### src/sdp_pkg.sv
package sdp_pkg;
    // select bit positions in the system-io configuration word
    localparam int SEL_WIDTH = 13;
    localparam int SEL_TDI = 4;
    localparam int SEL_TDO = 5;
    localparam int SEL_TMS = 6;
    localparam int SEL_TCK = 7;
    localparam int SEL_DM = 10;
    localparam int SEL_DP = 11;
    localparam int SEL_ERASE = 12;
    // reset value: every shared pin in its system function
    localparam logic [12:0] SEL_RESET = 13'h0000;
    // port controller size
    localparam int PORT_LINES = 32;
    // peripheral function encodings
    localparam logic [1:0] FUNC_A = 2'h0;
    localparam logic [1:0] FUNC_B = 2'h1;
    localparam logic [1:0] FUNC_C = 2'h2;
    // switch sequence: at least 50 tms-high clocks, then the 16-bit key
    localparam int SW_HIGH_MIN = 50;
    localparam logic [15:0] SW_KEY = 16'he79e;
    localparam int SW_KEY_BITS = 16;
    // debug protocol states
    typedef enum logic [1:0] {
        SDP_FOUR_WIRE,
        SDP_KEY,
        SDP_SERIAL_WIRE
    } sdp_proto_t;
endpackage

### src/sdp_pin_select.sv
// Function
// - select bits 12, 10-11, 4-7 per pin
// - debug pins in debug mode after reset
// - debug pins switch only via select bits
// - pad settings apply in either mode
// - boundary scan while select pin high
// - four-wire protocol active after reset
// - trace output only in serial-wire mode
// - 32 lines, each function A/B/C
// - system function used at startup
`timescale 1ns/10ps
module sdp_pin_select #(
    parameter int LINES = sdp_pkg::PORT_LINES
) (
    input wire logic clk,
    input wire logic rst,
    input wire logic [12:0] sysio_sel,
    input wire logic [2*LINES-1:0] periph_func,
    input wire logic [2:0] pad_cfg,
    input wire logic boundary_scan_select,
    input wire logic dbg_clk_pin,
    input wire logic dbg_mode_data_pin,
    input wire logic erase_pin,
    input wire logic trace_data,
    input wire logic tdo_data,
    output logic [12:0] port_owned,
    output logic [2*LINES-1:0] line_func,
    output logic [2:0] pad_cfg_applied,
    output logic boundary_scan_en,
    output logic four_wire_debug_mode,
    output logic serial_wire_debug_mode,
    output logic erase_request,
    output logic async_trace_output,
    output logic tdo_pin_out
);
    // two-flop synchronisers for pins
    logic [3:0] meta_reg;
    logic [3:0] sync_reg;
    logic sclk;
    logic stms;
    logic sjsel;
    logic serase;
    logic sclk_d_reg;
    logic sclk_rise;
    // protocol switch detector
    sdp_pkg::sdp_proto_t proto_reg;
    logic [6:0] high_cnt_reg;
    logic [15:0] key_shift_reg;
    logic [4:0] key_cnt_reg;

    // synchronise pin inputs
    always_ff @(posedge clk or posedge rst) begin
        if (rst) begin
            meta_reg <= 4'h0;
            sync_reg <= 4'h0;
        end else begin
            meta_reg <= {erase_pin, boundary_scan_select,
                         dbg_mode_data_pin, dbg_clk_pin};
            sync_reg <= meta_reg;
        end
    end
    assign sclk = sync_reg[0];
    assign stms = sync_reg[1];
    assign sjsel = sync_reg[2];
    assign serase = sync_reg[3];

    // debug clock edge detector on synchronised value
    always_ff @(posedge clk or posedge rst) begin
        if (rst) begin
            sclk_d_reg <= 1'b0;
        end else begin
            sclk_d_reg <= sclk;
        end
    end
    assign sclk_rise = sclk & ~sclk_d_reg;

    // select register, owned by port controller when bit set
    always_ff @(posedge clk or posedge rst) begin
        if (rst) begin
            port_owned <= sdp_pkg::SEL_RESET;
        end else begin
            port_owned <= sysio_sel;
        end
    end

    // peripheral function per line
    always_ff @(posedge clk or posedge rst) begin
        if (rst) begin
            line_func <= '0;
        end else begin
            // one of A, B or C per line
            for (int i = 0; i < LINES; i++) begin
                if (periph_func[2*i +: 2] == 2'h3) begin
                    line_func[2*i +: 2] <= sdp_pkg::FUNC_A;
                end else begin
                    line_func[2*i +: 2] <= periph_func[2*i +: 2];
                end
            end
        end
    end

    // pad settings pass regardless of mode
    always_ff @(posedge clk or posedge rst) begin
        if (rst) begin
            pad_cfg_applied <= 3'h0;
        end else begin
            pad_cfg_applied <= pad_cfg;
        end
    end

    // boundary scan enable and erase request
    always_ff @(posedge clk or posedge rst) begin
        if (rst) begin
            boundary_scan_en <= 1'b0;
            erase_request <= 1'b0;
        end else begin
            boundary_scan_en <= sjsel;
            // erase only while pin in system mode and high
            erase_request <= serase & ~port_owned[sdp_pkg::SEL_ERASE];
        end
    end

    // protocol switch state machine
    always_ff @(posedge clk or posedge rst) begin
        if (rst) begin
            proto_reg <= sdp_pkg::SDP_FOUR_WIRE;
            high_cnt_reg <= 7'h00;
            key_shift_reg <= 16'h0000;
            key_cnt_reg <= 5'h00;
        end else if (sclk_rise) begin
            case (proto_reg)
                sdp_pkg::SDP_FOUR_WIRE: begin
                    if (stms) begin
                        if (high_cnt_reg < 7'(sdp_pkg::SW_HIGH_MIN)) begin
                            high_cnt_reg <= high_cnt_reg + 7'h01;
                        end
                    end else if (high_cnt_reg >= 7'(sdp_pkg::SW_HIGH_MIN)) begin
                        proto_reg <= sdp_pkg::SDP_KEY;
                        key_shift_reg <= {1'b0, 15'h0000};
                        key_cnt_reg <= 5'h01;
                    end else begin
                        high_cnt_reg <= 7'h00;
                    end
                end
                sdp_pkg::SDP_KEY: begin
                    // key shifted in lsb first
                    key_shift_reg <= {stms, key_shift_reg[15:1]};
                    key_cnt_reg <= key_cnt_reg + 5'h01;
                    if (key_cnt_reg == 5'(sdp_pkg::SW_KEY_BITS - 1)) begin
                        high_cnt_reg <= 7'h00;
                        if ({stms, key_shift_reg[15:1]} == sdp_pkg::SW_KEY) begin
                            proto_reg <= sdp_pkg::SDP_SERIAL_WIRE;
                        end else begin
                            proto_reg <= sdp_pkg::SDP_FOUR_WIRE;
                        end
                    end
                end
                sdp_pkg::SDP_SERIAL_WIRE: begin
                    proto_reg <= sdp_pkg::SDP_SERIAL_WIRE;
                end
                default: begin
                    proto_reg <= sdp_pkg::SDP_FOUR_WIRE;
                end
            endcase
        end
    end

    // protocol outputs and tdo/trace mux
    always_ff @(posedge clk or posedge rst) begin
        if (rst) begin
            four_wire_debug_mode <= 1'b1;
            serial_wire_debug_mode <= 1'b0;
            async_trace_output <= 1'b0;
            tdo_pin_out <= 1'b0;
        end else begin
            four_wire_debug_mode <= proto_reg != sdp_pkg::SDP_SERIAL_WIRE;
            serial_wire_debug_mode <= proto_reg == sdp_pkg::SDP_SERIAL_WIRE;
            async_trace_output <= (proto_reg == sdp_pkg::SDP_SERIAL_WIRE) & trace_data;
            tdo_pin_out <= (proto_reg == sdp_pkg::SDP_SERIAL_WIRE) ? trace_data : tdo_data;
        end
    end

    // assertions
    // select follows input
    // first edge after a reset still shows the reset value, so skip it
    a_sel_follow: assert property (@(posedge clk) disable iff (rst)
        !$past(rst) |-> port_owned == $past(sysio_sel))
        else $error("select register did not follow input");
    a_dbg_reset: assert property (@(posedge clk)
        $fell(rst) |-> port_owned[7:4] == 4'h0)
        else $error("debug pins not in debug mode after reset");
    a_scan_follow: assert property (@(posedge clk) disable iff (rst)
        $rose(boundary_scan_select) |-> ##3 boundary_scan_en)
        else $error("boundary scan not enabled");
    a_scan_drop: assert property (@(posedge clk) disable iff (rst)
        $fell(boundary_scan_select) |-> ##3 !boundary_scan_en)
        else $error("boundary scan not disabled");
    a_mode_excl: assert property (@(posedge clk) disable iff (rst)
        four_wire_debug_mode != serial_wire_debug_mode)
        else $error("debug modes not exclusive");
    a_trace_gate: assert property (@(posedge clk) disable iff (rst)
        four_wire_debug_mode |-> !async_trace_output)
        else $error("trace active in four-wire mode");
    a_func_legal: assert property (@(posedge clk) disable iff (rst)
        line_func[1:0] != 2'h3)
        else $error("illegal peripheral function");
    a_pad_pass: assert property (@(posedge clk) disable iff (rst)
        !$past(rst) |-> pad_cfg_applied == $past(pad_cfg))
        else $error("pad settings not applied");
    a_erase_gate: assert property (@(posedge clk) disable iff (rst)
        port_owned[12] |=> !erase_request)
        else $error("erase while pin owned by port");
    a_sw_switch: assert property (@(posedge clk) disable iff (rst)
        $rose(serial_wire_debug_mode) |-> $past(proto_reg, 2) == sdp_pkg::SDP_KEY)
        else $error("serial wire without sequence");
    c_sw_entered: cover property (@(posedge clk) disable iff (rst) $rose(serial_wire_debug_mode));
    c_scan_on: cover property (@(posedge clk) disable iff (rst) $rose(boundary_scan_en));
    c_dbg_port: cover property (@(posedge clk) disable iff (rst) port_owned[7:4] == 4'hf);
endmodule

### config.mk
export PLATFORM = sky130hd
export DESIGN_NAME = sdp_pin_select
export DESIGN_NICKNAME = d
export VERILOG_FILES = /design/src/sdp_pkg.sv /design/src/sdp_pin_select.sv
export SDC_FILE = /design/constraint.sdc
export NUM_CORES = 1
export LEC_CHECK = 0
export BUFFER_PORTS_ARGS = -buffer_cell sky130_fd_sc_hd__buf_2
export CAP_MARGIN = 30
export CORE_MARGIN = 2
export CORE_UTILIZATION = 51
export CTS_CLUSTER_DIAMETER = 150
export DETAILED_ROUTE_END_ITERATION = 16
export GPL_ROUTABILITY_DRIVEN = 0
export HOLD_SLACK_MARGIN = 0.06
export PLACE_DENSITY = 0.91
export SLEW_MARGIN = 20
export SYNTH_ARGS = -nofsm -noshare
export SYNTH_HDL_FRONTEND = slang
export SYNTH_SLANG_ARGS = --single-unit
### constraint.sdc
create_clock -name clk -period 6.6 [get_ports clk]
set_clock_uncertainty 0.1 [all_clocks]
set_input_delay 0.33 -clock clk [delete_from_list [all_inputs] [get_ports clk]]
set_output_delay 0.33 -clock clk [all_outputs]
set_load 0.05 [all_outputs]
Yosys cells after proc, flatten, opt, wreduce, memory -nomap -nowiden
Cells that the tools add are included.
{ "op_classes": {"n_addsub": 2, "n_lt_le_gt_ge": 2, "n_eq_ne": 42, "n_mux": 49, "n_bitwise": 5, "reduce_logical": 5} }
{ "ops": {"columns": ["cell", "count"], "rows": [
  ["two-way mux 2 bit", 36],
  ["equality test 2 bit (second input constant)", 33],
  ["two-way mux 16 bit", 2],
  ["case mux 16 bit (2 select lines)", 1],
  ["two-way mux 7 bit", 4],
  ["equality test 16 bit (second input constant)", 1],
  ["case mux 7 bit (2 select lines)", 1],
  ["two-way mux 5 bit", 2],
  ["case mux 5 bit (2 select lines)", 1],
  ["!= test 2 bit (second input constant)", 4],
  ["AND reduction 4 bit", 2],
  ["adder 7 x 1 -> 7 bit (second input constant)", 1],
  ["greater-or-equal comparator 7 x 6 -> 1 bit (second input constant)", 1],
  ["< comparator 7 x 6 -> 1 bit (second input constant)", 1],
  ["!= test 3 bit (second input constant)", 2],
  ["case mux 2 bit (3 select lines)", 1],
  ["adder 5 x 1 -> 5 bit (second input constant)", 1],
  ["equality test 5 x 4 -> 1 bit (second input constant)", 1],
  ["AND reduction 5 bit", 1],
  ["AND 1 bit", 3],
  ["equality test 2 x 1 -> 1 bit (second input constant)", 1],
  ["zero test 2 bit", 1],
  ["NOT 1 bit", 2],
  ["nonzero test 2 bit", 1],
  ["two-way mux 1 bit", 1]
]} }
{ "word_totals": {"register_bits": 125, "out_inout_bits": 86, "wordCells": 121} }

Depth between registers and ports, before layout
Gate-level depths: netlist of run 1.
{ "depth": {"word_depth": 4, "ltp_mapped": 9, "ltp_nobuf": 8} }

Least setup slack after synthesis of run 1
OpenSTA, ideal clock, no wires.
{ "synth_timing": {"path_type": "reg-to-reg", "from": "register key_cnt_reg[0]", "to": "register high_cnt_reg[3]", "arrival_ps": 1873, "t_required_ps": 6399, "path_slack_ps": 4526, "stages_incl_launch_ff": 10, "n_path_buf": 1, "period_less_slack_ps": 2074, "cell_sequence": "dfrtp_1 ha_1 inv_1 nor3_1 ha_1 nor2b_1 a311o_1 buf_6 or2_4 o32ai_1"} }
{ "synth_via": {"elab_chain_cells": 3} }
{ "synth_rtl": {"columns": ["element", "line", "rtl"], "rows": [
  ["from (decl)", "sdp_pin_select.sv:49", "logic [4:0] key_cnt_reg;"],
  ["from (signal assigned)", "sdp_pin_select.sv:148", "key_cnt_reg <= key_cnt_reg + 5'h01;"],
  ["equality test 5 x 4 -> 1 bit", "sdp_pin_select.sv:149", "if (key_cnt_reg == 5'(sdp_pkg::SW_KEY_BITS - 1)) begin"],
  ["!= test 2 bit (no source line)", null, null],
  ["AND reduction 5 bit (no source line)", null, null],
  ["to (signal assigned)", "sdp_pin_select.sv:135", "high_cnt_reg <= high_cnt_reg + 7'h01;"],
  ["to (decl)", "sdp_pin_select.sv:47", "logic [6:0] high_cnt_reg;"]
]} }
Every way passes these cells.
A chain may end at the register's enable or synchronous reset.

Worst setup path in the final report of run 1
{ "layout_timing": {"from": "register key_cnt_reg[0]", "to": "register high_cnt_reg[6]"} }
The elaborated chain is that of the path after synthesis.

==> impl_summary.md, run 1 <==
Clocking
The number of buffers between clock root and the deepest sink is 2. Buffers inserted during clock tree synthesis total 17. The total number of clock tree sinks is 124. After clock tree synthesis, the clock-pin slew on the worst setup and hold paths is 0.07 ns. The clock root buffer master is sky130_fd_sc_hd__clkbuf_8.

The TritonCTS clock tree is done. The H-tree depth reported by CTS is 4. Once the clock tree was built, the setup fixing pass inserted 0 buffers.

The clock insertion delay at the later pin of the skew report is 0.52 ns.

STA
The maximum operating frequency is 0.388 GHz. The worst pin sits at a relative slew slack of 44.6%. The final hold violation count is 0. The time the final worst path needs with I/O delays and setup is 2.58 ns. For the pin with the worst max-slew slack, the measured transition is 0.831 ns. Hold timing on the final database bottoms out at a slack of 0.283 ns. Setup repair after global routing left no endpoint under its margin. The total count of max-transition violations in the final report is 0. Setup total negative slack on the finished layout was measured at 0 ns. The number of endpoints failing setup at the final stage is 0. Dividing the final minimum period by the clock period gives 39.1%.

Placed design
The post-detailed-placement half-perimeter wirelength is approximately 7.3 mm. Buffers placed on the I/O ports in this run total 173. In this run the cell area measured after placement is 5300 sq um.

Routing
In the routed layout, each cell is associated on average with a via count of 5.90. The count of vias placed by the detailed router is 4405. The number of remaining DRC errors is 0.

In this run the remaining antenna-violating nets after routing total 0. The first routing iteration left 551 violations. For this block, the routed nets add up to slightly below 20 mm of wire.

After detailed routing, the average wire length per cell comes to ~27 um. The iteration count of the initial detailed-routing pass is 8.

Worst setup path
Among the stages of the critical path, the cell type that occurs most often is sky130_fd_sc_hd__ha_1. The setup slack of the worst register-to-register path is between 4 and 5 ns. Counting both buffers and inverters, the worst setup path holds a total of 1. STA classifies the critical path startpoint as a flop. The peak fanout along the critical path is 9.

The data required time at the worst endpoint is ~6.9 ns. The critical path arrival is 2.91 ns. The cell at the slowest stage of the critical path is sky130_fd_sc_hd__dfrtp_1.

STA classifies the critical path endpoint as a flop. The critical path is of the flop to flop type. The kind of cell with the highest combined delay on the critical path is simple AND/OR/NAND/NOR gates. The largest stage delay on the critical path is 0.48 ns. Traced cell by cell, the critical path runs through ha_1 > inv_1 > nor3_1 > ha_1 > nor2b_1 > a311o_1 > nor4b_1 > a2bb2oi_1.

Synth
The async set-or-reset flop fraction in the synthesized netlist is 100%. The netlist area before placement is 4320 sq um. For this run, the leading register cell type out of synthesis is sky130_fd_sc_hd__dfrtp_1. Counting flops with a built-in enable in the synthesized netlist gives 0. The register bit count reported by yosys is 124. During synthesis, Yosys emitted a total of 0 warnings. The count of cell types in the netlist is 38.

Sequential cells were found to cover just over 70% of the synthesized design area. In this run the mean area of a mapped cell was 13.6 sq um. The number of nets in the synthesized netlist is 409. In the synthesized netlist, the number of instances is 317.

Global routing
The overall fraction of global-route tracks in use is 45.7%. Entering global routing, the biggest net connects 66 pins. Summed over all layers, the global routing overflow is 0.

The number of antenna violations at the first check in global routing is 0. The via count of the first global-routing pass is 4844. The first-pass GRT wire length is between 20 and 30 mm.

Floorplanning
The initial utilization of the core area, before any placement, comes to 52.6%. The die is 96.1 um tall. In this run the horizontal extent of the chip is between 90 and 100 um. The area enclosed by the die boundary is 9230 sq um. The core footprint is 8220 sq um. After floorplanning, the core was divided into 33 placement rows. 174 I/O pins were placed.

Cells and area
The fraction of layout instances using a drive strength above 1 is between 30 and 40%. The number of nets in the layout is approximately 720. From synthesis to final layout, the design area changed by 64.0%.

The register with the most flip-flops in the layout has 64 of them. Fill cells in the final layout number 273. Once layout is done, the placed cells without fillers occupy 7090 sq um. The end-of-flow core utilization is a little under nine tenths.

Power
The clock network burns 46.9% of the power. Net switching is 28.0% of the power. The share of total power in combinational logic is 13.5%. Summed over all cells, the static leakage comes to 3.52 nW. The switching power of the nets is 575 uW.

Per report_power, the sequential group accounts for 39.6% of the total. The total internal power is 1.48 mW. The power per cell area is approximately 290 nW/um^2. Across the VDD grid, the largest voltage drop is between 0.00015 and 0.0002 V. Total power for the finished layout comes to 2.05 mW.

Flow run
Across the run, the number of max-cap violations was 0.

Min path
The class of the most critical hold timing path is flop to flop.

Run status
The flow ran to the end, and the final reports show no timing, DRC or antenna violations.
layer usage:
layer	share of wire (%)	global-route usage (%)	up-vias
li1	-	-	1663
met4	6.9	28.0	0
met1	34	54.3	2140
met5	0	0	-
met3	12	18.1	151
met2	48	70.0	451
layout by cell type, fill, tap and decap left out, drive strengths merged, types with 2 or more instances in the layout:
cell	Yosys	layout
o31ai	3	3
nor2b	68	68
o32ai	2	2
inv	22	22
o22ai	2	2
a21oi	2	2
nand2b	5	5
a311oi	2	2
clkinv	0	3
buf	3	175
a31oi	2	2
a2bb2oi	2	2
nand2	14	14
and2	2	2
clkbuf	2	21
nor2	8	8
mux2i	10	10
nand3	4	4
nor3	6	6
dfrtp	123	123
ha	4	4
diode	0	4
mux2	6	6
a21o	2	2
bufinv	0	3
nor4	7	7
dlygate4sd3	0	119
o21ai	3	3
clkinvlp	0	4
path summary, 6_finish.rpt:
| path | from | to | cells past startpoint |
|---|---|---|---|
| max in group asynchronous | rst | key_shift_reg[6] | 4 |
| max reg2reg | key_cnt_reg[0] | high_cnt_reg[6] | 8 |
| min in group asynchronous | rst | line_func[38] | 3 |
| min reg2reg | sync_reg[2] | boundary_scan_en | 0 |
| min | sync_reg[2] | boundary_scan_en | 0 |
| max | key_cnt_reg[0] | high_cnt_reg[6] | 8 |
synth_stat cells, types with 2 or more instances:
cell type / number / area share, %
sky130_fd_sc_hd__a21o_1: 2 / 0.35
sky130_fd_sc_hd__a21oi_1: 2 / 0.23
sky130_fd_sc_hd__a2bb2oi_1: 2 / 0.41
sky130_fd_sc_hd__a311oi_1: 2 / 0.41
sky130_fd_sc_hd__a31oi_1: 2 / 0.29
sky130_fd_sc_hd__and2_1: 2 / 0.29
sky130_fd_sc_hd__buf_2: 2 / 0.23
sky130_fd_sc_hd__clkbuf_1: 2 / 0.17
sky130_fd_sc_hd__dfrtp_1: 123 / 71
sky130_fd_sc_hd__ha_1: 4 / 1.2
sky130_fd_sc_hd__inv_1: 22 / 1.9
sky130_fd_sc_hd__mux2_2: 6 / 1.6
sky130_fd_sc_hd__mux2i_1: 10 / 2.3
sky130_fd_sc_hd__nand2_1: 14 / 1.2
sky130_fd_sc_hd__nand2b_1: 5 / 0.72
sky130_fd_sc_hd__nand3_1: 4 / 0.46
sky130_fd_sc_hd__nor2_1: 8 / 0.69
sky130_fd_sc_hd__nor2b_1: 68 / 9.8
sky130_fd_sc_hd__nor3_1: 6 / 0.69
sky130_fd_sc_hd__nor4_1: 7 / 1.0
sky130_fd_sc_hd__o21ai_0: 3 / 0.35
sky130_fd_sc_hd__o22ai_1: 2 / 0.29
sky130_fd_sc_hd__o31ai_1: 3 / 0.52
sky130_fd_sc_hd__o32ai_1: 2 / 0.41
through the flow:
step	cells	worst slack (ns)
final	746	4.02
after global placement	591	4.44
after floorplan	317	2.87
after global routing	742	3.96
after CTS	741	4.29
after detailed placement	591	4.36
kinds of logic (layout without fill, tap and decap cells):
| logic type | after synthesis | count (layout) | synth area share, % |
|---|---|---|---|
| mux | 16 | 16 | 3.88 |
| simple gates | 120 | 120 | 16.1 |
| fa+ha+maj | 4 | 4 | 1.16 |
| other cells | 0 | 4 | 0 |
| flops | 124 | 124 | 71.8 |
| buf+inv | 27 | 347 | 2.58 |
| compound gates | 26 | 26 | 4.43 |
power by group through the flow:
stage | combinational, mW | sequential, mW | clock (mW)
after detailed placement | 0.201 | 0.817 | 0
after CTS | 0.258 | 0.805 | 0.916
after floorplan | 0.0371 | 0.910 | 0
after global routing | 0.287 | 0.813 | 0.986
after global placement | 0.195 | 0.815 | 0
final | 0.278 | 0.812 | 0.961
layout make-up:
class | instances | area [sq um] | area share (%)
Antenna cell | 4 | 10.0 | 0.141
Clock buffer | 21 | 439 | 6.20
Clock inverter | 10 | 143 | 2.01
Inverter | 22 | 85.1 | 1.20
Multi-Input combinational cell | 166 | 1110 | 15.6
Sequential cell | 124 | 3100 | 43.8
Tap cell | 105 | 131 | 1.85
Timing Repair Buffer | 294 | 2070 | 29.2
timing repair:
item                      in CTS  in global routing
resized for setup              0                  0
hold buffers                 119                  0
hold endpoints to repair     145                  0
(Power assumes the default switching activity.)
==> run 2, diff against run 1 <==
--- a/config.mk
+++ b/config.mk
@@ -8,12 +8,12 @@
 export BUFFER_PORTS_ARGS = -buffer_cell sky130_fd_sc_hd__buf_2
 export CAP_MARGIN = 30
 export CORE_MARGIN = 2
-export CORE_UTILIZATION = 51
+export CORE_UTILIZATION = 48
 export CTS_CLUSTER_DIAMETER = 150
 export DETAILED_ROUTE_END_ITERATION = 16
 export GPL_ROUTABILITY_DRIVEN = 0
 export HOLD_SLACK_MARGIN = 0.06
-export PLACE_DENSITY = 0.91
+export PLACE_DENSITY = 0.86
 export SLEW_MARGIN = 20
 export SYNTH_ARGS = -nofsm -noshare
 export SYNTH_HDL_FRONTEND = slang
==> constraint.sdc (replaced) <==
create_clock -name clk -period 2.5 [get_ports clk]
set_clock_uncertainty 0.1 [all_clocks]
set_input_delay 0.125 -clock clk [delete_from_list [all_inputs] [get_ports clk]]
set_output_delay 0.125 -clock clk [all_outputs]
set_load 0.05 [all_outputs]
==> run 2 against run 1 <==
Against the previous run: cell area barely moved; combinational power rose to 2.6 times the previous value; critical path depth unchanged; global-route usage down 10 points; first-iteration DRC count fell by 11%; core utilization down 4.9 points; maximum frequency increased by 8.7%; cell count increased by 0.27%; sequential power grew to 2.6 times the previous value; via count is 6.7% lower; highest routed layer unchanged.
==> impl_summary.md, run 2 (synthesis gave the netlist of run 1 again) <==
Global routing
The residual overflow from global routing is 0 (unchanged). The overall fraction of global-route tracks in use is 35.7% (was 45.7%). The first-pass GRT wire length is 25.6 mm (was 29.2 mm). The largest net degree at the start of global routing is 125 (was 66). The via count of the first global-routing pass is 4532 (was 4844). The number of antenna violations at the first check in global routing is 1 (was 0).

Routing
The highest metal layer with signal wires was met4 (unchanged). The number of remaining DRC errors is 0 (unchanged). The count of vias placed by the detailed router is 4109 (was 4405).

The detailed-route wire length per cell is 22.6 um (was 26.6 um). The met3 routed wirelength is 1.74 mm (was 2.36 mm). The met2 wire length is 8.59 mm (was 9.43 mm). The detailed-routing wirelength on met1 is 5.65 mm (was 6.67 mm). The overall routed net length is 16.9 mm (was 19.8 mm).

The number of routed nets with antenna violations is 0 (unchanged). The iteration count of the initial detailed-routing pass is 5 (was 8). The per-cell via count in the routed design came to 5.49 (was 5.90).

The number of DRC markers in iteration 0 is 492 (was 551).

STA
The maximum operating frequency was 0.421 GHz (was 0.388 GHz). The number of endpoints failing setup at the final stage is 0 (unchanged). The worst hold slack is 0.154 ns (was 0.283 ns). The relative slew slack came to 40.1% (was 44.6%). The final-layout setup total negative slack was 0 ns (unchanged). The period utilization is 95.0% (was 39.1%). The time the final worst path needs with I/O delays and setup is 2.37 ns (was 2.58 ns). The slew at the pin with the worst max-slew slack came to 0.891 ns (was 0.831 ns). The final hold violation count was 0 (unchanged).

The total count of max-transition violations in the final report was 0 (unchanged).

Clocking
The clock root buffer master is sky130_fd_sc_hd__clkbuf_8 (unchanged). The post-CTS setup-driven buffer insertion count is 0 (unchanged). The H-tree depth reported by CTS is 4 (unchanged). The clock buffer count from CTS came to 17 (unchanged). The number of buffers between clock root and the deepest sink is 2 (unchanged). The total number of clock tree sinks is 124 (unchanged). The TritonCTS clock tree was done (unchanged). The post-CTS clock slew at the launch and capture registers of the worst setup and hold paths is 0.07 ns (about the same). The clock insertion delay at the later pin of the skew report is 0.51 ns (was 0.52 ns).

Worst setup path
The type of destination of the critical path is a flop (unchanged). The type of the setup path with the least slack was flop to flop (unchanged). The setup slack of the worst register-to-register path is 0.13 ns (was 4.02 ns). CP Cell Sequence: ha_1 > inv_1 > nor3_1 > ha_1 > nor2b_1 > a311o_2 > or2_4 > o31ai_1 (was ha_1 > inv_1 > nor3_1 > ha_1 > nor2b_1 > a311o_1 > nor4b_1 > a2bb2oi_1). The most common cell type on the critical path is sky130_fd_sc_hd__ha_1 (unchanged). The path depth of the worst reg2reg path came to 8 (unchanged). The cell at the slowest stage of the critical path is sky130_fd_sc_hd__a311o_2 (was sky130_fd_sc_hd__dfrtp_1).

The largest stage delay on the critical path is 0.44 ns (was 0.48 ns). The data required time at the worst endpoint is 2.80 ns (was 6.93 ns). The critical path arrival is 2.68 ns (was 2.91 ns). The kind of cell with the highest combined delay on the critical path is compound AO/OA/AOI/OAI gates (was simple AND/OR/NAND/NOR gates).

The combined buffer and inverter count along the critical path is 1 (unchanged). The peak fanout along the critical path is 9 (unchanged). The category of the worst setup path launch point is a flop (unchanged). The terminus of the critical flop-to-flop path is high_cnt_reg[2] (was high_cnt_reg[6]). The source of the worst register-to-register timing path is key_cnt_reg[0] (unchanged).

Placed design
The count of input and output buffers was 173 (unchanged). The placed instance count is 595 (was 591). The post-detailed-placement half-perimeter wirelength came to 6.94 mm (was 7.34 mm).

Cells and area
The count of fill cells added during filler insertion came to 371 (was 273). The area added between synthesis and finish is 64.1% (was 64.0%). The fraction of layout instances using a drive strength above 1 is 34.3% (was 33.4%). The area used by multi-input combinational logic is 1110 sq um (about the same). The commonest non-fill, non-tap cell in the layout is sky130_fd_sc_hd__buf_2 (unchanged). The post-route non-filler standard cell count is 748 (was 746). The combined flip-flop and latch cell area is 3110 sq um (was 3100 sq um). Most frequent cells in the layout: 173 x sky130_fd_sc_hd__buf_2, 122 x sky130_fd_sc_hd__dfrtp_1, 120 x sky130_fd_sc_hd__dlygate4sd3_1, 68 x sky130_fd_sc_hd__nor2b_1, 21 x sky130_fd_sc_hd__inv_1 (was 174 x sky130_fd_sc_hd__buf_2, 123 x sky130_fd_sc_hd__dfrtp_1, 119 x sky130_fd_sc_hd__dlygate4sd3_1, 68 x sky130_fd_sc_hd__nor2b_1, 21 x sky130_fd_sc_hd__inv_1). The number of flip-flops under the largest register name is 64 (unchanged).

The number of nets in the layout is 718 (was 717).

Power
The highest ir drop seen on vdd is 0.000618 V (was 0.000192 V). The leakage power of the design is 3.53 nW (was 3.52 nW). The power per cell area was 740 nW/um^2 (was 289 nW/um^2).

Floorplanning
The number of rows in the core area is 34 (was 33). The area enclosed by the die boundary is 9780 sq um (was 9230 sq um). The core footprint came to 8720 sq um (was 8220 sq um). The height of the die is 98.9 um (was 96.1 um). The number of ports placed on the die boundary is 174 (unchanged). The horizontal die dimension is 98.9 um (was 96.1 um).

The initial standard-cell utilization of the core is 49.6% (was 52.6%).

Min path
The cell depth of the worst min-delay path came to 2 (was 0). The hold path startpoint was sysio_sel[10] (was sync_reg[2]). The endpoint with the worst hold slack was port_owned[10] (was boundary_scan_en). The class of the most critical hold timing path is input pin to flop (was flop to flop).

Flow run
The number of max-cap violations is 0 (unchanged).

Run status
Result of the run: finished clean (unchanged).
[run 2: cell types whose count changed in the layout (fill, tap and decap cells not counted), moves of 2 or more]
cell | before | now
sky130_fd_sc_hd__bufinv_16 | 3 | 0
sky130_fd_sc_hd__diode_2 | 4 | 1
sky130_fd_sc_hd__clkinv_4 | 2 | 4
sky130_fd_sc_hd__inv_6 | 0 | 5
sky130_fd_sc_hd__inv_8 | 0 | 3
sky130_fd_sc_hd__clkbuf_1 | 3 | 0
sky130_fd_sc_hd__clkinvlp_4 | 4 | 2
[run 2: what timing repair did]
action                                 in CTS  in global routing
endpoints found under the hold margin     209                  0
resized for setup                           0                  2
hold buffers                              120                  0
setup endpoints to repair                   0                  4
[run 2: metrics by stage]
step                util [%]  area (sq um)  total power [mW]  setup slack [ns]
finish                  81.3          7090              5.25             0.126
global route            81.3          7090              5.38         -0.000958
CTS                     81.3          7090              5.10             0.242
detailed placement      61.1          5330              2.69             0.267
global placement        61.1          5330              2.67             0.336
floorplan                  -          4330              2.50             0.426
[run 2: metal layers]
layer  vias up  track usage, %
met4         0            18.3
li1       1665               -
met2       336            60.7
met5         -               0
met3        82            12.9
met1      2026            39.2
[run 2: worst max-delay path by stage]
stage / start / end / slack, ns / cells past startpoint
after detailed placement: key_cnt_reg[0] / high_cnt_reg[3] / 0.27 / 8
after floorplan: key_cnt_reg[0] / high_cnt_reg[3] / 0.43 / 9
after global placement: key_cnt_reg[0] / high_cnt_reg[3] / 0.34 / 8
after CTS: key_cnt_reg[0] / high_cnt_reg[2] / 0.24 / 8
after global routing: key_cnt_reg[0] / high_cnt_reg[2] / -0.001 / 8
final: key_cnt_reg[0] / high_cnt_reg[2] / 0.13 / 8
[run 2: report_power, final]
group / leakage [nW] / total [mW] / internal [mW] / switching (mW)
Clock: 0.276 / 2.39 / 1.32 / 1.07
Combinational: 1.66 / 0.719 / 0.265 / 0.454
Sequential: 1.59 / 2.14 / 2.09 / 0.0485
Total: 3.53 / 5.25 / 3.67 / 1.58
[run 2: final cells by class]
| cell class | instances | area share, % |
|---|---|---|
| Antenna cell | 1 | 0.0353 |
| Clock buffer | 19 | 6.23 |
| Clock inverter | 13 | 1.69 |
| Inverter | 22 | 1.22 |
| Multi-Input combinational cell | 166 | 15.6 |
| Sequential cell | 124 | 43.8 |
| Tap cell | 108 | 1.91 |
| Timing Repair Buffer | 295 | 29.5 |
==> run 3, diff against run 2 <==
==> constraint.sdc (replaced) <==
create_clock -name clk -period 2.49 [get_ports clk]
set_clock_uncertainty 0.1 [all_clocks]
set_input_delay 0.1245 -clock clk [delete_from_list [all_inputs] [get_ports clk]]
set_output_delay 0.1245 -clock clk [all_outputs]
set_load 0.05 [all_outputs]
==> run 3 against run 2 <==
Against the previous run: combinational power rose by 0.7%; sequential share of layout area decreased by 0.26 points; register-to-register slack is essentially flat; core utilization grew 0.49 points; routed wire length fell by 0.57%; sequential power is essentially flat; total power is 2.9% higher; cell count shrank 0.13%; critical path type unchanged; critical endpoint is now high_cnt_reg[1]; highest routed layer unchanged.
==> impl_summary.md, run 3 (synthesis gave the netlist of run 1 again) <==
Worst setup path
The combined buffer and inverter count along the critical path was 1 (unchanged). The category of the worst setup path launch point is a flop (unchanged). CP Cell Sequence: ha_1 > inv_1 > nor3_2 > ha_1 > nor2b_1 > a311o_2 > or2_4 > o31ai_1 (was ha_1 > inv_1 > nor3_1 > ha_1 > nor2b_1 > a311o_2 > or2_4 > o31ai_1). The type of destination of the critical path was a flop (unchanged). The data required time at the worst endpoint was 2.80 ns (about the same). The cell at the slowest stage of the critical path is sky130_fd_sc_hd__a311o_2 (unchanged). The critical path arrival is 2.66 ns (was 2.68 ns). The peak fanout along the critical path was 9 (unchanged). The kind of cell with the highest combined delay on the critical path is compound AO/OA/AOI/OAI gates (unchanged). The type of the setup path with the least slack is flop to flop (unchanged). The most common cell type on the critical path is sky130_fd_sc_hd__ha_1 (unchanged). The largest stage delay on the critical path is 0.44 ns (about the same).

Placed design
The count of input and output buffers is 173 (unchanged). The placed instance count is 595 (unchanged). The post-detailed-placement half-perimeter wirelength is 6.85 mm (was 6.94 mm).

Floorplanning
The core footprint is 8720 sq um (unchanged). The initial standard-cell utilization of the core is 49.6% (unchanged). The area enclosed by the die boundary is 9780 sq um (unchanged). The number of ports placed on the die boundary is 174 (unchanged).

The height of the die was 98.9 um (unchanged). The horizontal die dimension is 98.9 um (unchanged). The number of rows in the core area is 34 (unchanged).

Clocking
The H-tree depth reported by CTS is 4 (unchanged). The total number of clock tree sinks is 124 (unchanged). The clock root buffer master is sky130_fd_sc_hd__clkbuf_8 (unchanged). The number of buffers between clock root and the deepest sink is 2 (unchanged). The clock buffer count from CTS came to 17 (unchanged). The post-CTS clock slew at the launch and capture registers of the worst setup and hold paths came to 0.07 ns (about the same). The post-CTS setup-driven buffer insertion count was 0 (unchanged).

The clock insertion delay at the later pin of the skew report is 0.53 ns (was 0.51 ns). The TritonCTS clock tree is done (unchanged).

Global routing
The number of antenna violations at the first check in global routing is 0 (was 1). The routing layer with the top usage in global route is met2 (unchanged). The residual overflow from global routing is 0 (unchanged). The first-pass GRT wire length is 26.0 mm (was 25.6 mm).

The via count of the first global-routing pass is 4546 (was 4532). The met2 routing resource usage after global routing is 61.5% (was 60.7%). The largest net degree at the start of global routing is 125 (unchanged).

The global routing met3 resource utilization is 11.2% (was 12.9%). The global routing met1 resource utilization is 40.4% (was 39.2%). The overall fraction of global-route tracks in use is 35.9% (was 35.7%).

Routing
The number of remaining DRC errors came to 0 (unchanged). The detailed-route wire length per cell is 22.5 um (was 22.6 um). The per-cell via count in the routed design is 5.49 (about the same). The number of DRC markers in iteration 0 is 381 (was 492).

The iteration count of the initial detailed-routing pass is 8 (was 5). The overall routed net length is 16.8 mm (was 16.9 mm). The count of vias placed by the detailed router came to 4101 (was 4109). The number of routed nets with antenna violations is 0 (unchanged).

STA
The number of endpoints failing setup at the final stage is 0 (unchanged). The time the final worst path needs with I/O delays and setup is 2.35 ns (was 2.37 ns). The total count of max-transition violations in the final report is 0 (unchanged). The maximum operating frequency is 0.425 GHz (was 0.421 GHz).

Setup repair after global routing left no endpoint under its margin. The slew at the pin with the worst max-slew slack is 0.857 ns (was 0.891 ns). The period utilization came to 94.5% (was 95.0%). The final-layout setup total negative slack is 0 ns (unchanged).

The relative slew slack is 42.4% (was 40.1%). The final hold violation count is 0 (unchanged).

Flow run
The number of max-cap violations is 0 (unchanged).

Cells and area
The commonest non-fill, non-tap cell in the layout is sky130_fd_sc_hd__buf_2 (unchanged). The number of nets in the layout is 718 (unchanged). The area added between synthesis and finish is 65.1% (was 64.1%). Most frequent cells in the layout: 173 x sky130_fd_sc_hd__buf_2, 122 x sky130_fd_sc_hd__dfrtp_1, 120 x sky130_fd_sc_hd__dlygate4sd3_1, 68 x sky130_fd_sc_hd__nor2b_1, 21 x sky130_fd_sc_hd__inv_1 (unchanged).

The count of fill cells added during filler insertion was 340 (was 371). The diode insertion count for antenna repair came to 0 (was 1). The number of flip-flops under the largest register name is 64 (unchanged). The fraction of layout instances using a drive strength above 1 was 34.6% (was 34.3%).

The post-route non-filler standard cell count is 747 (was 748).

Power
The highest ir drop seen on vdd came to 0.000530 V (was 0.000618 V). The leakage power of the design is 3.55 nW (was 3.53 nW). The power per cell area is 757 nW/um^2 (was 740 nW/um^2).

Min path
The class of the most critical hold timing path is input pin to flop (unchanged).

Run status
Result of the run: finished clean (unchanged).
## run 3: final timing paths
check | from | endpoint | slack [ns] | cells after the start
min in group asynchronous | rst | line_func[4] | 0.24 | 4
worst max-delay path | key_cnt_reg[0] | high_cnt_reg[1] | 0.14 | 8
worst min-delay path | sysio_sel[9] | port_owned[9] | 0.14 | 2
worst min register to register | meta_reg[2] | sync_reg[2] | 0.27 | 0
worst max register to register | key_cnt_reg[0] | high_cnt_reg[1] | 0.14 | 8
max in group asynchronous | rst | key_cnt_reg[0] | 1.49 | 4
## run 3: power by group
part / internal (mW) / switching, mW / leakage, nW
Combinational: 0.267 / 0.456 / 1.67
Sequential: 2.10 / 0.0471 / 1.59
Clock: 1.48 / 1.05 / 0.286
Total: 3.85 / 1.55 / 3.55
## run 3: through the flow
stage,cell area (sq um),worst slack (ns),utilization (%),hold WS [ns],power [mW]
6_report,7140,0.136,81.8,0.145,5.40
3_5_place_dp,5330,0.252,61.1,0.134,2.70
2_1_floorplan,4330,0.416,-,0.0559,2.51
3_3_place_gp,5330,0.326,61.1,0.132,2.68
5_1_grt,7140,0.0212,81.8,0.151,5.53
4_1_cts,7120,0.249,81.6,0.139,5.25
## run 3: per-layer routing
layer,vias to the layer above,routed length (um)
met5,-,0
met2,322,8410
met1,2017,5920
li1,1666,-
met3,96,1470
met4,0,1040
## run 3: cell type report
type	count	area (sq um)	share of cell area, %
sequential	124	3110	43.5
timing repair buffer	295	2090	29.4
multi-input combinational	166	1120	15.8
clock buffer	19	432	6.05
clock inverter	13	158	2.21
tap	108	135	1.89
inverter	22	86.3	1.21
## run 3: worst register-to-register path, stage by stage (launching register included)
cell and delay [ns]:
sky130_fd_sc_hd__dfrtp_2 0.42, sky130_fd_sc_hd__ha_1 0.16, sky130_fd_sc_hd__inv_1 0.09, sky130_fd_sc_hd__nor3_2 0.21, sky130_fd_sc_hd__ha_1 0.18, sky130_fd_sc_hd__nor2b_1 0.08
sky130_fd_sc_hd__a311o_2 0.44, sky130_fd_sc_hd__or2_4 0.29, sky130_fd_sc_hd__o31ai_1 0.28
## run 3: what timing repair did
item	in CTS	in global routing
endpoints found under the hold margin	209	0
gates resized for setup	0	5
setup endpoints to repair	0	7
hold buffers	120	0
